<file path="src/rtl/reset_seq_pkg.sv">
// Constants for the reset and clock start-up sequencer
package reset_seq_pkg;
   localparam int          CNT_WIDTH       = 13;
   localparam int          WDOG_WIDTH      = 6;
   localparam int          LONG_DELAY      = 4096;
   localparam int          SHORT_DELAY     = 32;
   localparam int          PIN_DRIVE_CYC   = 32;
   localparam int          INTERNAL_RESET_EXTRA_CYC  = 32;
   localparam int          RELEASE_CYC     = 64;
   localparam int          SERVICE_LO_BIT  = 5;
   localparam int          SERVICE_HI_BIT  = 12;
   localparam int          MIN_PIN_LOW_NS  = 100;
   localparam int          CLK_PERIOD_PS   = 4000;
   localparam int          MIN_PIN_LOW_CYC = (MIN_PIN_LOW_NS * 1000 + CLK_PERIOD_PS - 1) / CLK_PERIOD_PS;
   localparam logic [15:0] RESET_VECTOR    = 16'hfffe;
   localparam logic [15:0] MON_VECTOR      = 16'hfefe;
   localparam logic [15:0] SERVICE_ADDR    = 16'hffff;
   localparam logic [31:0] ADDR_CFG        = 32'h0000_0000;
   localparam logic [31:0] ADDR_CAUSE      = 32'h0000_0004;
   localparam logic [31:0] ADDR_STATUS     = 32'h0000_0008;
   localparam int          CFG_SHORT_STOP_RECOVERY_BIT   = 0;
   localparam int          CFG_RESET_PIN_ENABLE_BIT   = 1;
   localparam int          CFG_STOPEN_BIT  = 2;
   localparam int          CFG_BREAK_WATCHDOG_DISABLE_BIT   = 3;
   localparam int          CFG_WDEN_BIT    = 4;
   localparam logic [4:0]  CFG_RESET       = 5'h14;
   // Reset-cause bit positions
   localparam int          C_POR  = 0;
   localparam int          C_PIN  = 1;
   localparam int          C_WDOG = 2;
   localparam int          C_OP   = 3;
   localparam int          C_AD   = 4;
   localparam int          C_LV   = 5;
   localparam int          NCAUSE = 6;

   typedef enum logic [2:0] {
      ST_RUN       = 3'b000,
      ST_LONG      = 3'b001,
      ST_PIN_DRIVE = 3'b011,
      ST_INTERNAL_RESET_HOLD = 3'b010,
      ST_STOP      = 3'b110,
      ST_RECOVER   = 3'b111
   } seq_state_type;
endpackage

</file>
<file path="src/rtl/system_reset_clock_sequencer.sv">
// Reset, clock start-up and watchdog sequencer
`timescale 1ns/100ps
`default_nettype none

module system_reset_clock_sequencer
   import reset_seq_pkg::*;
#(
   parameter int LONG_CYC = LONG_DELAY
) (
   input  wire logic        clk_i,
   input  wire logic        rst_i,
   input  wire logic        por_i,
   input  wire logic        low_voltage_i,
   input  wire logic        bad_opcode_i,
   input  wire logic        stop_exec_i,
   input  wire logic        wait_exec_i,
   input  wire logic        opcode_fetch_i,
   input  wire logic        unmapped_i,
   input  wire logic [15:0] cpu_addr_i,
   input  wire logic        cpu_write_i,
   input  wire logic        wake_i,
   input  wire logic        monitor_mode_i,
   input  wire logic        break_i,
   input  wire logic        reset_pin_i,
   output logic             reset_pin_o,
   output logic             reset_pin_oe_o,
   output logic             gpio_in_o,
   output logic             internal_reset_o,
   output logic             cpu_reset_o,
   output logic [15:0]      reset_vector_o,
   output logic             osc_enable_o,
   output logic             cpu_clk_en_o,
   output logic             periph_clk_en_o,
   output logic             osc_clk_x2_o,
   output logic             bus_clk_o,
   output logic             watchdog_tick_o,
   input  wire logic [31:0] wb_adr_i,
   input  wire logic [31:0] wb_dat_i,
   output logic [31:0]      wb_dat_o,
   input  wire logic [3:0]  wb_sel_i,
   input  wire logic        wb_we_i,
   input  wire logic        wb_cyc_i,
   input  wire logic        wb_stb_i,
   output logic             wb_ack_o
);

   typedef struct packed {
      seq_state_type         st;
      logic [CNT_WIDTH-1:0]  cnt;
      logic [12:0]           phase;
      logic [WDOG_WIDTH-1:0] wdog;
      logic [NCAUSE-1:0]     cause;
      logic [4:0]            cfg;
      logic                  waiting;
      logic [7:0]            pin_low;
      logic [1:0]            div;
      logic                  ack;
      logic [31:0]           rdata;
   } state_type;

   state_type s_q, s_d;

   logic                  pin_en;
   logic                  pin_drive;
   logic                  pin_req;
   logic                  wd_overflow;
   logic                  stop_illegal;
   logic                  addr_reset;
   logic                  service;
   logic                  wd_run;
   logic                  long_src;
   logic                  int_req;
   logic                  wb_req;
   logic [NCAUSE-1:0]     new_cause;
   logic [CNT_WIDTH-1:0]  recov_len;

   always_comb begin
      pin_en       = s_q.cfg[CFG_RESET_PIN_ENABLE_BIT];
      // Own drive of the pin is not an outside reset
      pin_drive    = pin_en & ((s_q.st == ST_LONG) | (s_q.st == ST_PIN_DRIVE));
      stop_illegal = stop_exec_i & ~s_q.cfg[CFG_STOPEN_BIT];
      addr_reset   = opcode_fetch_i & unmapped_i;
      service      = cpu_write_i & (cpu_addr_i == SERVICE_ADDR) & (s_q.st == ST_RUN);
      wd_run       = s_q.cfg[CFG_WDEN_BIT] &
                     ~(break_i & monitor_mode_i & s_q.cfg[CFG_BREAK_WATCHDOG_DISABLE_BIT]);
      wd_overflow  = wd_run & (&s_q.wdog) & s_q.cnt[CNT_WIDTH-1];
      pin_req      = pin_en & ~reset_pin_i & ~pin_drive;
      long_src     = por_i | low_voltage_i;
      int_req      = long_src | wd_overflow | bad_opcode_i | stop_illegal | addr_reset;
      new_cause    = '0;
      new_cause[C_POR]  = por_i;
      new_cause[C_LV]   = low_voltage_i;
      new_cause[C_WDOG] = wd_overflow;
      new_cause[C_OP]   = bad_opcode_i | stop_illegal;
      new_cause[C_AD]   = addr_reset;
      new_cause[C_PIN]  = pin_req & (s_q.pin_low == 8'(MIN_PIN_LOW_CYC - 1));
      recov_len    = s_q.cfg[CFG_SHORT_STOP_RECOVERY_BIT] ? CNT_WIDTH'(SHORT_DELAY - 1)
                                            : CNT_WIDTH'(LONG_CYC - 1);
      wb_req       = wb_cyc_i & wb_stb_i & ~s_q.ack;
   end

   always_comb begin
      s_d       = s_q;
      s_d.ack   = wb_req;
      s_d.div   = s_q.div + 2'h1;
      s_d.phase = s_q.phase + 13'h1;
      s_d.cause = s_q.cause | new_cause;

      // Prescale counter: 13th stage clears the counter and ticks the watchdog
      if (s_q.cnt[CNT_WIDTH-1]) begin
         s_d.cnt = '0;
      end else begin
         s_d.cnt = s_q.cnt + CNT_WIDTH'(1);
      end
      if (service) begin
         s_d.cnt[SERVICE_HI_BIT:SERVICE_LO_BIT] = '0;
         s_d.wdog = '0;
      end else if (wd_run & s_q.cnt[CNT_WIDTH-1]) begin
         s_d.wdog = s_q.wdog + WDOG_WIDTH'(1);
      end

      s_d.pin_low = pin_req ? ((s_q.pin_low == 8'hff) ? s_q.pin_low : s_q.pin_low + 8'h1) : 8'h0;

      if (wait_exec_i & (s_q.st == ST_RUN)) begin
         s_d.waiting = 1'b1;
      end
      if (wake_i) begin
         s_d.waiting = 1'b0;
      end

      unique case (s_q.st)
         ST_RUN: begin
            if (stop_exec_i & ~stop_illegal) begin
               s_d.st  = ST_STOP;
               s_d.cnt = '0;
            end
         end
         ST_STOP: begin
            if (wake_i | pin_req) begin
               s_d.st    = ST_RECOVER;
               s_d.phase = '0;
            end
         end
         ST_RECOVER: begin
            if (s_q.phase == recov_len) begin
               s_d.st      = ST_RUN;
               s_d.waiting = 1'b0;
            end
         end
         ST_LONG: begin
            if (long_src) begin
               s_d.phase = '0;
            end else if (s_q.phase == 13'(LONG_CYC - 1)) begin
               s_d.st    = ST_PIN_DRIVE;
               s_d.phase = '0;
            end
         end
         ST_PIN_DRIVE: begin
            if (s_q.phase == 13'(PIN_DRIVE_CYC - 1)) begin
               s_d.st    = ST_INTERNAL_RESET_HOLD;
               s_d.phase = '0;
            end
         end
         ST_INTERNAL_RESET_HOLD: begin
            if (s_q.phase == 13'(INTERNAL_RESET_EXTRA_CYC - 1)) begin
               s_d.st = ST_RUN;
            end
         end
         default: s_d.st = ST_RUN;
      endcase

      // Every internal source restarts the release sequence
      if (int_req) begin
         s_d.st      = long_src ? ST_LONG : ST_PIN_DRIVE;
         s_d.phase   = '0;
         s_d.cnt     = '0;
         s_d.wdog    = '0;
         s_d.waiting = 1'b0;
      end else if (pin_req & (s_q.st != ST_STOP)) begin
         s_d.st      = ST_INTERNAL_RESET_HOLD;
         s_d.phase   = '0;
         s_d.waiting = 1'b0;
      end
      // Register bus
      s_d.rdata = '0;
      if (wb_req & wb_we_i & wb_sel_i[0]) begin
         if (wb_adr_i == ADDR_CFG) begin
            s_d.cfg = wb_dat_i[4:0];
         end else if (wb_adr_i == ADDR_CAUSE) begin
            s_d.cause = (s_q.cause & ~wb_dat_i[NCAUSE-1:0]) | new_cause;
         end
      end
      if (wb_req & ~wb_we_i) begin
         if (wb_adr_i == ADDR_CFG) begin
            s_d.rdata = {27'h0, s_q.cfg};
         end else if (wb_adr_i == ADDR_CAUSE) begin
            s_d.rdata = {26'h0, s_q.cause};
         end else if (wb_adr_i == ADDR_STATUS) begin
            s_d.rdata = {15'h0, reset_pin_i, 3'h0, s_q.cnt};
         end
      end
      // Power-on wins over a bus write
      if (por_i) begin
         s_d.cfg = CFG_RESET;
      end
   end

   always_ff @(posedge clk_i) begin
      if (rst_i) begin
         s_q       <= '0;
         s_q.st    <= ST_LONG;
         s_q.cfg   <= CFG_RESET;
         s_q.cause <= NCAUSE'(1 << C_POR);
      end else begin
         s_q <= s_d;
      end
   end

   always_comb begin
      reset_pin_oe_o   = pin_en & ((s_q.st == ST_LONG) | (s_q.st == ST_PIN_DRIVE));
      reset_pin_o      = 1'b0;
      gpio_in_o        = reset_pin_i & ~pin_en;
      internal_reset_o = (s_q.st == ST_LONG) | (s_q.st == ST_PIN_DRIVE) |
                         (s_q.st == ST_INTERNAL_RESET_HOLD) | pin_req;
      cpu_reset_o      = internal_reset_o;
      reset_vector_o   = monitor_mode_i ? MON_VECTOR : RESET_VECTOR;
      osc_enable_o     = 1'b1;
      periph_clk_en_o  = (s_q.st == ST_RUN) | (s_q.st == ST_PIN_DRIVE) |
                         (s_q.st == ST_INTERNAL_RESET_HOLD);
      cpu_clk_en_o     = periph_clk_en_o & ~s_q.waiting;
      osc_clk_x2_o     = s_q.div[0];
      bus_clk_o        = s_q.div[1];
      watchdog_tick_o  = s_q.cnt[CNT_WIDTH-1];
      wb_ack_o         = s_q.ack;
      wb_dat_o         = s_q.rdata;
   end

endmodule

`default_nettype wire

</file>
<file path="config.mk">
export PLATFORM = sky130hd
export DESIGN_NAME = system_reset_clock_sequencer
export DESIGN_NICKNAME = d
export VERILOG_FILES = /design/src/rtl/reset_seq_pkg.sv /design/src/rtl/system_reset_clock_sequencer.sv
export SDC_FILE = /design/constraint.sdc
export NUM_CORES = 1
export LEC_CHECK = 0
export ABC_AREA = 1
export BUFFER_PORTS_ARGS = -buffer_cell sky130_fd_sc_hd__buf_2
export CAP_MARGIN = 20
export CELL_PAD_IN_SITES_DETAIL_PLACEMENT = 0
export CELL_PAD_IN_SITES_GLOBAL_PLACEMENT = 1
export CORE_ASPECT_RATIO = 2
export CORE_MARGIN = 10
export CORE_UTILIZATION = 34
export DETAILED_ROUTE_END_ITERATION = 12
export GPL_ROUTABILITY_DRIVEN = 0
export GPL_TIMING_DRIVEN = 0
export PLACE_DENSITY_LB_ADDON = 0.1
export SYNTH_ARGS = -nofsm -noshare
export SYNTH_HDL_FRONTEND = slang
export SYNTH_SLANG_ARGS = --single-unit
</file>
<file path="constraint.sdc">
create_clock -name clk_i -period 1.71 [get_ports clk_i]
set_input_delay 0.171 -clock clk_i [delete_from_list [all_inputs] [get_ports clk_i]]
set_output_delay 0.171 -clock clk_i [all_outputs]
set_load 0.1 [all_outputs]
</file>
# Word-level counts from Yosys, hierarchy flattened
# Cells that the tools add are included.
[word_totals]
reg_bits = 72
out_inout_bits = 60
wordCells = 136
[classes]
n_reduce_logical = 13
bitwise_logic = 52
muxes = 32
add_sub_neg = 5
eq_ne = 21
[ops]
columns = ["op", "n"]
rows = [
  ["two-way mux 13 bit", 6],
  ["one-hot mux 13 bit (3 select lines)", 1],
  ["== test 32 x 3 -> 1 bit, second input constant", 1],
  ["== test 32 x 4 -> 1 bit, second input constant", 1],
  ["zero test 32 bit", 1],
  ["adder 13 x 1 -> 13 bit, second input constant", 2],
  ["AND 1 bit", 24],
  ["two-way mux 3 bit", 8],
  ["two-way mux 6 bit", 4],
  ["inequality test 4 bit, second input constant", 6],
  ["one-hot mux 3 bit (6 select lines)", 1],
  ["== test 16 bit, second input constant", 1],
  ["two-way mux 16 bit", 1],
  ["== test 13 x 12 -> 1 bit", 1],
  ["== test 13 x 12 -> 1 bit, second input constant", 1],
  ["== test 13 x 5 -> 1 bit, second input constant", 1],
  ["two-way mux 12 bit", 1],
  ["NOT 1 bit", 12],
  ["OR 1 bit", 12],
  ["OR 6 bit", 2],
  ["two-way mux 11 bit", 1],
  ["two-way mux 5 bit", 2],
  ["two-way mux 9 bit", 1],
  ["OR reduction 3 bit", 3],
  ["21 further kinds", 29],
]

# Logic depth before layout (Yosys ltp)
# Gate-level depths: netlist of the first run.
[depth]
depth_word = 12
mapped_depth = 13

# Least setup slack after synthesis of the first run
# Ideal clock, no wire load.
[synth_path]
kind = "reg2out"
startpoint = "register s_q[88] in the netlist's numbering"
endpoint = "output cpu_clk_en_o"
slack_ns = -1.810
path_stages_with_launch = 5
arrival_ns = 3.349
t_required_ns = 1.539
cell_sequence = "dfxtp_1 inv_2 a21oi_1 inv_1 nor2_1"
[synth_via]
elab_chain_len = 4
word_cells_on_any_way = 6
[synth_rtl]
columns = ["element", "line_no", "text"]
rows = [
  ["start: declaration", "system_reset_clock_sequencer.sv:61", "state_type s_q, s_d;"],
  ["== test 3 x 2 -> 1 bit or zero test 3 bit (tied branches)", "system_reset_clock_sequencer.sv:228", "periph_clk_en_o = (s_q.st == ST_RUN) | (s_q.st == ST_PIN_DRIVE) |"],
  ["OR 1 bit", "system_reset_clock_sequencer.sv:228", ""],
  ["OR 1 bit (*)", "system_reset_clock_sequencer.sv:228", ""],
  ["named net periph_clk_en_o", "system_reset_clock_sequencer.sv:33", "output logic periph_clk_en_o,"],
  ["AND 1 bit (*)", "system_reset_clock_sequencer.sv:230", "cpu_clk_en_o = periph_clk_en_o & ~s_q.waiting;"],
  ["end: declaration", "system_reset_clock_sequencer.sv:32", "output logic cpu_clk_en_o,"],
]
# Mark *: on every way through the listed nets, which the timed path passes. The rest lies on a longest branch.

# Final worst setup path of the first run
[layout_path]
startpoint = "register s_q[87] in the netlist's numbering"
endpoint = "output internal_reset_o"
[layout_via]
elab_chain_len = 6
word_cells_on_any_way = 9
[layout_rtl]
columns = ["element", "line_no", "text"]
rows = [
  ["== test 3 x 1 -> 1 bit or == test 3 x 2 -> 1 bit (tied branches)", "system_reset_clock_sequencer.sv:80, system_reset_clock_sequencer.sv:223", ""],
  ["OR 1 bit", "system_reset_clock_sequencer.sv:80, system_reset_clock_sequencer.sv:223", ""],
  ["AND 1 bit", "system_reset_clock_sequencer.sv:80", "pin_drive = pin_en & ((s_q.st == ST_LONG) | (s_q.st == ST_PIN_DRIVE));"],
  ["NOT 1 bit", "system_reset_clock_sequencer.sv:87", "pin_req = pin_en & ~reset_pin_i & ~pin_drive;"],
  ["AND 1 bit", "system_reset_clock_sequencer.sv:87", ""],
  ["OR 1 bit (*)", "system_reset_clock_sequencer.sv:224", "(s_q.st == ST_INTERNAL_RESET_HOLD) | pin_req;"],
  ["end: declaration", "system_reset_clock_sequencer.sv:28", "output logic internal_reset_o,"],
]
# Every way passes the cells marked *; elsewhere a longest branch is shown, timed or not.

==> results of run 1 <==
[logic make-up (layout without fill, tap and decap cells)]
family | Yosys count | after routing | synth area share (%)
simple gates | 277 | 277 | 33.58
buf+inv | 131 | 256 | 17.27
flops | 72 | 72 | 35.85
compound gates | 46 | 46 | 6.318
xor+xnor | 24 | 24 | 5.229
fa+ha+maj | 5 | 5 | 1.556
other cells | 2 | 35 | 0.1868
[placed cells by master (no fill, tap or decap), types with 5 or more instances in the layout]
cell type | netlist | routed
o21ai_0 | 10 | 10
dfxtp_1 | 72 | 64
nor2_4 | 4 | 10
nand3_2 | 4 | 5
nor3_1 | 17 | 16
nand4_1 | 11 | 11
inv_1 | 64 | 63
nand2_1 | 91 | 88
nand2_4 | 3 | 7
nand2_2 | 10 | 9
o21ai_1 | 6 | 6
inv_2 | 13 | 13
buf_2 | 0 | 92
a21oi_1 | 21 | 20
xor2_1 | 17 | 17
conb_1 | 2 | 35
nor2_1 | 73 | 64
nor2_2 | 12 | 15
nand3_1 | 35 | 32
xnor2_1 | 7 | 7
clkbuf_16 | 0 | 10
buf_4 | 50 | 65
[registers in the layout, summed over array words and instances (netlist names)]
| name | flops |
|---|---|
| watchdog_tick_o | 1 |
| osc_clk_x2_o | 1 |
| bus_clk_o | 1 |
| wb_ack_o | 1 |
| wb_dat_o | 14 |
| pin_en | 1 |
| s_q | 53 |
[through the flow]
stage	util (%)	power (W)
final	46.85	0.004359
after CTS	44.70	0.004387
after global routing	46.85	0.004519
after global placement	41.66	0.002490
after floorplan	-	0.002361
after detailed placement	41.66	0.002494
[final timing paths]
check | from | endpoint | slack (ps) | depth (start not counted)
worst max-delay path | s_q[87] | internal_reset_o | 50 | 4
worst min-delay path | rst_i | wb_ack_o | 20 | 2
worst min register to register | s_q[74] | s_q[74] | 430 | 1
worst max register to register | s_q[75] | watchdog_tick_o | 120 | 7
[final cells by class]
type / instances / area share [%]
clock inverters: 6 / 1.240
plain buffers: 53 / 7.600
flip-flops and latches: 72 / 26.82
clock buffers: 10 / 4.202
inverters: 78 / 5.465
well taps: 145 / 3.330
repair buffers: 109 / 11.34
multi-input cells: 387 / 40.00
[power by group through the flow]
stage / clock network [W] / logic, W / registers (W)
4_1_cts: 0.00192 / 0.000766 / 0.00170
6_report: 0.00187 / 0.000787 / 0.00170
5_1_grt: 0.00198 / 0.000835 / 0.00170
2_1_floorplan: 0 / 0.000586 / 0.00178
3_3_place_gp: 0 / 0.000750 / 0.00174
3_5_place_dp: 0 / 0.000753 / 0.00174
[worst max-delay path: cells and delay by family, from the launching register on]
kind	cells	cell delay, ps
buffers and inverters	2	300
DFF	1	390
and+or+nand+nor	1	80
AOI/OAI and AO/OA	1	370
[repair_timing]
action                     CTS  global route
buffers inserted             2            10
cloned                       0             1
pin swaps                    1            11
resized for setup           14            37
setup endpoints to repair   18            37
[layer usage]
| metal | global-route usage, % | vias to the layer above | wire, µm |
|---|---|---|---|
| met3 | 3.832 | 18 | 562 |
| met4 | 5.315 | 0 | 267 |
| met1 | 12.25 | 1705 | 4087 |
| met5 | 0 | - | 0 |
| met2 | 25.56 | 99 | 6327 |
| li1 | - | 1980 | - |
==> metrics.yaml, run 1 <==
cts:
  clkSinkCount: 72
  clockBufferDepth: 2
  insertion_delay_ps: 330
  cts_tree: "done"
  cts_hold_buffers: 0
  cts_root_buf: "clkbuf_16"
  clk_pin_slew_ps: 60
  cts_max_level: 3
  numCtsBuffers: 9
route:
  wire_per_inst_um: 13.08
  drc: 0
  drt_iter0_markers: 105
  routed_wl_um: 11250
  via_count: 3802
  detail-route-antenna-nets: 0
  drt-pass1-iter-count: 4
  vias_per_cell: 4.421
floorplanning:
  num_io_pins: 161
  row_count: 56
  start_util_pct: 34.56
  die_h_um: 173.8
  core_area_um2: 11630
  dieArea_um2: 16840
  die_w_um: 96.89
final_layout:
  antenna_cells: 0
  multi_input_area_um2: 2180
  drive_gt1_share_pct: 36.78
  nNetsFinal: 816
  finish.instance_area_um2: 5449
  fill_cells: 1245
  register_area_um2: 1461
  final_cell_count_no_fill: 860
  area_delta_synth_final_pct: 35.54
logic_synthesis:
  synth_edf_count: 0
  synth_commonest_cells: "nand2_1, nor2_1, dfxtp_1"
  syn_inst: 557
  yosysMostFrequentCell: "nand2_1"
  ys_seq_area_share_pct: 35.85
  ys_warn_count: 0
  synth.avg_cell_area_um2: 7.217
  synth_cell_types: 38
  yosysTopAreaCellShare_pct: 35.85
  yosys-top-cells-area: "dfxtp_1, buf_4, nand2_1"
  yosys_register_bits: 72
  yosys.area.top_type: "dfxtp_1"
  synth_ff_type: "dfxtp_1"
  synthesis.area_um2: 4020
  synthArstFlopShare_pct: 0
sta:
  fin_ws_ps: 53.41
  rsz0062_at_grt: "yes"
  worst_pin_slew_ps: 513.2
  setup-violations-final: 0
  hold_slack_ps: 22.45
  finalMaxSlewViolations: 0
  slew_headroom_pct: 65.78
  fin_worst_skew_ps: 6.770
  tns_ps: 0
  min_period_over_period_pct: 96.88
  max_freq_ghz: 0.6036
  min_period_ps: 1657
  hold_viol_final: 0
outcome:
  outcome: "complete, no violations"
worst_setup_path:
  crit_chain: "o21ai_0 > nand2_4 > buf_4 > buf_12"
  end_kind: "primary output"
  crit_path_start_kind: "register"
  slowest_delay_ps: 390
  critical_path_class: "reg -> out"
  slowest_stage: "dfxtp_4"
  path_max_fanout: 7
  cp.required_ps: 1540
  arrival_ps: 1490
power:
  comb_power_share_pct: 18.1
  powerDensity_nw_per_um2: 799.9
  p_leak_nw: 2.608
  p_switching_w: 0.001341
  p_int_w: 0.003018
  ir_worst_vdd_v: 0.0004738
  clock_power_share_pct: 42.9
  sequentialPowerShare_pct: 39.0
  switching_share_pct: 30.76
placed_design:
  port_buffers: 96
  dpl.hpwl_um: 9347
  dpl_worst_slack_ps: -118.4
  placed_cell_area_um2: 4846
  placed_cells: 831
grt:
  grt_max_degree: 14
  grt_overflow_total: 0
  grt_pass1_wl_um: 18440
  grt_pass1_vias: 4010
  antenna_found_initial: 0
  grt_use_total_pct: 13.17
job:
  max_cap_viol_count: 0
min_path:
  min_path_type: "in -> reg"
No activity file was read; power rests on OpenSTA's default activity.
==> inputs of run 2 (changes only) <==
--- a/config.mk
+++ b/config.mk
@@ -5,7 +5,6 @@
 export SDC_FILE = /design/constraint.sdc
 export NUM_CORES = 1
 export LEC_CHECK = 0
-export ABC_AREA = 1
 export BUFFER_PORTS_ARGS = -buffer_cell sky130_fd_sc_hd__buf_2
 export CAP_MARGIN = 20
 export CELL_PAD_IN_SITES_DETAIL_PLACEMENT = 0
@@ -13,10 +12,12 @@
 export CORE_ASPECT_RATIO = 2
 export CORE_MARGIN = 10
 export CORE_UTILIZATION = 34
+export CTS_BUF_LIST = sky130_fd_sc_hd__clkbuf_16
 export DETAILED_ROUTE_END_ITERATION = 12
 export GPL_ROUTABILITY_DRIVEN = 0
 export GPL_TIMING_DRIVEN = 0
 export PLACE_DENSITY_LB_ADDON = 0.1
+export SLEW_MARGIN = 5
 export SYNTH_ARGS = -nofsm -noshare
 export SYNTH_HDL_FRONTEND = slang
 export SYNTH_SLANG_ARGS = --single-unit
==> metrics.yaml, run 2 <==
floorplanning:
  die_h_um: 168.5
  dieArea_um2: 15880
  die_w_um: 94.24
  row_count: 54
  start_util_pct: 34.45
  num_io_pins: 161
  core_area_um2: 10880
route:
  wire_per_inst_um: 14.93
  vias_per_cell: 4.599
  drt_iter0_markers: 108
  routed_wl_um: 11140
  via_count: 3431
  detail-route-antenna-nets: 0
  drt-pass1-iter-count: 4
  drc: 0
power:
  powerDensity_nw_per_um2: 831.2
  ir_worst_vdd_v: 0.0005448
  p_leak_nw: 2.275
  power.total_w: 0.004404
final_layout:
  nNetsFinal: 707
  area_delta_synth_final_pct: 41.40
  largest_register: "s_q"
  mostFrequentLayoutCells: "buf_2, buf_4, dfxtp_1"
  drive_gt1_share_pct: 41.09
  final_cell_count_no_fill: 746
  largest_register_ffs: 53
  antenna_cells: 0
  final_common_cell: "buf_2"
worst_setup_path:
  crit_start: "s_q[72]"
  crit_path_start_kind: "register"
  slowest_delay_ps: 540
  worstRegToRegCells: 7
  cp.required_ps: 1930
  ff2ff_setup_slack_ps: -110
  endpoint: "s_q[87]"
  critical_path_class: "reg -> reg"
  r2r_end: "s_q[87]"
  arrival_ps: 2040
  crit_chain: "or4_4 > nor4_4 > buf_4 > a21oi_2 > nor2_4 > nor3_2 > a211o_1"
  r2r-start: "s_q[72]"
  slowest_stage: "or4_4"
  end_kind: "register"
  path_max_fanout: 5
sta:
  fin_worst_skew_ps: 4.050
  rsz0062_at_grt: "yes"
  min_period_over_period_pct: 106.2
  setup-violations-final: 14
  hold_viol_final: 0
  max_freq_ghz: 0.5504
  finalMaxSlewViolations: 0
  fin_ws_ps: -106.7
  min_period_ps: 1817
logic_synthesis:
  yosysMostFrequentCell: "dfxtp_1"
  synth_edf_count: 0
  yosys.area.top_type: "dfxtp_1"
  ys_warn_count: 0
  syn_inst: 448
  synth_commonest_cells: "dfxtp_1, nor2_1, buf_4"
  yosys_register_bits: 72
  yosys-top-cells-area: "dfxtp_1, buf_4, nor2_1"
  yosysTopAreaCellShare_pct: 38.46
  synth.avg_cell_area_um2: 8.365
  synthesis.area_um2: 3747
  synth_ff_type: "dfxtp_1"
  synthArstFlopShare_pct: 0
  synth_cell_types: 55
  ys_seq_area_share_pct: 38.46
grt:
  grt_max_degree: 14
  grt_use_total_pct: 13.74
  grt_pass1_vias: 3536
  grt_pass1_wl_um: 17220
  antenna_found_initial: 0
  grt_overflow_total: 0
placed_design:
  placed_cells: 715
  dpl.hpwl_um: 8851
  port_buffers: 94
  dpl_worst_slack_ps: -327.3
cts:
  cts_root_buf: "clkbuf_16"
  cts_tree: "done"
  clkSinkCount: 72
  clockBufferDepth: 2
  insertion_delay_ps: 340
  clk_pin_slew_ps: 60
  cts_max_level: 3
  numCtsBuffers: 9
  cts_hold_buffers: 0
min_path:
  min_path_type: "in -> reg"
outcome:
  outcome: "complete, but fails checks"
  violations: "setup timing"
job:
  max_cap_viol_count: 0
run 2: cell types whose count changed after synthesis, sizes merged, moves of 6 or more:
cell	change
nand2	-82
inv	-55
nor2	-21
nand3	-20
and2	+11
nor2b	+10
and3	+8
nor4	+8
xnor2	+8
nand2b	+6
run 2: cell type report:
class                           instances  area, µm²
Timing Repair Buffer                  111      663.1
Fill cell                            1097       5579
Inverter                               22      82.58
Multi-Input combinational cell        328       2160
Clock inverter                          7      95.09
Tap cell                              140      175.2
Buffer                                 57      427.9
Sequential cell                        72       1470
Clock buffer                            9      225.2
run 2: per-layer routing:
metal | vias to the layer above | share of wire, % | track usage [%]
li1 | 1739 | - | -
met3 | 25 | 7.6 | 4.209
met5 | - | 0 | 0
met2 | 109 | 56 | 26.68
met4 | 0 | 3.1 | 6.512
met1 | 1558 | 33 | 11.96
run 2: power by group:
group,internal [W],switching (W)
sequential,0.00168,0.00000812
combinational,0.000169,0.000527
clock,0.00128,0.000740
total,0.00313,0.00128
run 2: cell families after synthesis:
family | share of synthesized area, %
AO/OA/AOI/OAI | 7.847
XOR/XNOR | 7.012
adder cells (fa/ha/maj) | 1.669
buffers and inverters | 13.39
flip-flops | 38.46
multiplexers | 1.369
other | 0.2004
AND/OR/NAND/NOR | 30.05
run 2: how the worst min path moves through the flow:
| stage | start | depth (start not counted) | to |
|---|---|---|---|
| floorplan | por_i | 1 | pin_en |
| global placement | osc_clk_x2_o | 1 | osc_clk_x2_o |
| CTS | low_voltage_i | 3 | s_q[54] |
| global route | low_voltage_i | 3 | s_q[54] |
| finish | por_i | 2 | s_q[47] |
| detailed placement | osc_clk_x2_o | 1 | osc_clk_x2_o |
run 2: stage by stage:
step	utilization (%)	hold WS, ps	cell area, µm²	TNS, ps
final	48.71	109.9	5299	-1144
after global routing	48.71	111.5	5299	-2793
after CTS	46.88	100.4	5100	-1169
after detailed placement	42.41	445.0	4613	-8675
after global placement	42.41	432.4	4613	-8947
after floorplan	-	250.3	3968	-413.7
run 2: worst max-delay path, delay by kind of cell (launching register included):
family	cells	cell delay [ps]
AND/OR/NAND/NOR	4	950
flip-flops	1	320
AO/OA/AOI/OAI	2	260
buffers and inverters	1	160
run 2: repair_timing:
item	in CTS	in global routing
gates cloned	1	0
setup buffers	5	11
setup endpoints to repair	41	46
pin swaps	4	26
resized for setup	40	30
==> inputs of run 3 (changes only) <==
--- a/config.mk
+++ b/config.mk
@@ -12,7 +12,6 @@
 export CORE_ASPECT_RATIO = 2
 export CORE_MARGIN = 10
 export CORE_UTILIZATION = 34
-export CTS_BUF_LIST = sky130_fd_sc_hd__clkbuf_16
 export DETAILED_ROUTE_END_ITERATION = 12
 export GPL_ROUTABILITY_DRIVEN = 0
 export GPL_TIMING_DRIVEN = 0
==> metrics.yaml, run 3 (synthesis gave the netlist of run 2 again) <==
power:
  p_int_w: 0.003175
  clock_power_share_pct: 46.3
  sequentialPowerShare_pct: 38.0
  comb_power_share_pct: 15.6
  p_switching_w: 0.001279
  power.total_w: 0.004455
  powerDensity_nw_per_um2: 839.5
  switching_share_pct: 28.72
  p_leak_nw: 2.280
  ir_worst_vdd_v: 0.0005445
min_path:
  hold_start: "low_voltage_i"
  min_path_type: "in -> reg"
sta:
  fin_worst_skew_ps: 3.782
  hold_slack_ps: 112.6
  max_freq_ghz: 0.5510
  hold_viol_final: 0
  tns_ps: -1137
  fin_ws_ps: -104.9
  setup-violations-final: 14
  min_period_ps: 1815
  finalMaxSlewViolations: 0
  min_period_over_period_pct: 106.1
  rsz0062_at_grt: "yes"
grt:
  grt_overflow_total: 0
  grt_max_degree: 14
  grt_pass1_wl_um: 17230
  grt_pass1_vias: 3538
  grt_use_total_pct: 13.75
  antenna_found_initial: 0
worst_setup_path:
  end_kind: "register"
  r2r-start: "s_q[72]"
  crit_start: "s_q[72]"
  crit_path_start_kind: "register"
  critical_path_class: "reg -> reg"
  arrival_ps: 2040
  cp.required_ps: 1930
  path_max_fanout: 5
outcome:
  outcome: "complete, but fails checks"
  violations: "setup timing"
route:
  routed_wl_um: 11120
  vias_per_cell: 4.591
  drt_iter0_markers: 109
  detail-route-antenna-nets: 0
  drt-pass1-iter-count: 4
  drc: 0
  via_count: 3425
  wire_per_inst_um: 14.90
final_layout:
  final_common_cell: "buf_2"
  drive_gt1_share_pct: 41.25
  area_delta_synth_final_pct: 41.60
  nNetsFinal: 707
  largest_register_ffs: 53
  final_cell_count_no_fill: 746
  fill_cells: 1094
  mostFrequentLayoutCells: "buf_2, buf_4, dfxtp_1"
  largest_register: "s_q"
  antenna_cells: 0
  finish.instance_area_um2: 5306
floorplanning:
  dieArea_um2: 15880
  die_h_um: 168.5
  row_count: 54
  num_io_pins: 161
  die_w_um: 94.24
  start_util_pct: 34.45
  core_area_um2: 10880
cts:
  clk_pin_slew_ps: 60
  clkSinkCount: 72
  cts_root_buf: "clkbuf_16"
  insertion_delay_ps: 340
  numCtsBuffers: 9
  clockBufferDepth: 2
  cts_max_level: 3
  cts_tree: "done"
placed_design:
  port_buffers: 94
  placed_cells: 715
  placed_cell_area_um2: 4613
  dpl.hpwl_um: 8851
job:
  max_cap_viol_count: 0
[run 3: cell types whose count changed in the layout (fill, tap and decap cells not counted)]
cell | before | now
clkbuf_8 | 0 | 1
clkinv_1 | 1 | 0
dfxtp_4 | 4 | 3
dfxtp_2 | 11 | 12
[run 3: path summary, 6_finish.rpt]
path | end | slack [ps] | cells after the start
hold reg to reg | s_q[61] | 450 | 1
hold / removal | s_q[54] | 110 | 3
setup reg to reg | s_q[87] | -100 | 7
setup / recovery | s_q[87] | -100 | 7
[run 3: layer usage]
layer	global-route usage [%]	routed length, µm
met5	0	0
met4	6.512	321
met2	26.65	6283
met1	12.01	3699
met3	4.209	810
[run 3: timing repair]
item / in CTS / in global routing
buffers inserted: 5 / 11
cloned: 1 / 0
setup endpoints to repair: 41 / 46
resized for setup: 40 / 29
pin swaps: 4 / 26
hold endpoints to repair: 0 / 0
hold buffers: 0 / 0
[run 3: per-stage QoR]
stage               util (%)  setup slack, ps
finish                 48.78           -104.9
global route           48.78           -159.6
CTS                    46.97           -112.3
detailed placement     42.41           -327.3
global placement       42.41           -353.4
floorplan                  -           -413.7
[run 3: power groups by stage]
stage	clock network, W	logic, W	registers, W
2_1_floorplan	0	0.000508	0.00177
3_3_place_gp	0	0.000666	0.00173
3_5_place_dp	0	0.000667	0.00173
4_1_cts	0.00212	0.000680	0.00169
5_1_grt	0.00219	0.000730	0.00169
6_report	0.00206	0.000696	0.00169
[run 3: layout make-up]
type,count,area [µm²],area share [%]
inverter,22,82.58,1.556
sequential,72,1468,27.66
tap,140,175.2,3.301
clock buffer,10,239.0,4.504
multi-input combinational,328,2160,40.70
clock inverter,6,91.34,1.721
buffer,57,427.9,8.064
timing repair buffer,111,663.1,12.50
[run 3: worst max-delay path, cell delays in order (launching register included)]
cell,delay (ps)
dfxtp_2,320
or4_4,540
nor4_4,190
buf_4,160
a21oi_2,40
nor2_4,160
nor3_2,60
a211o_1,220
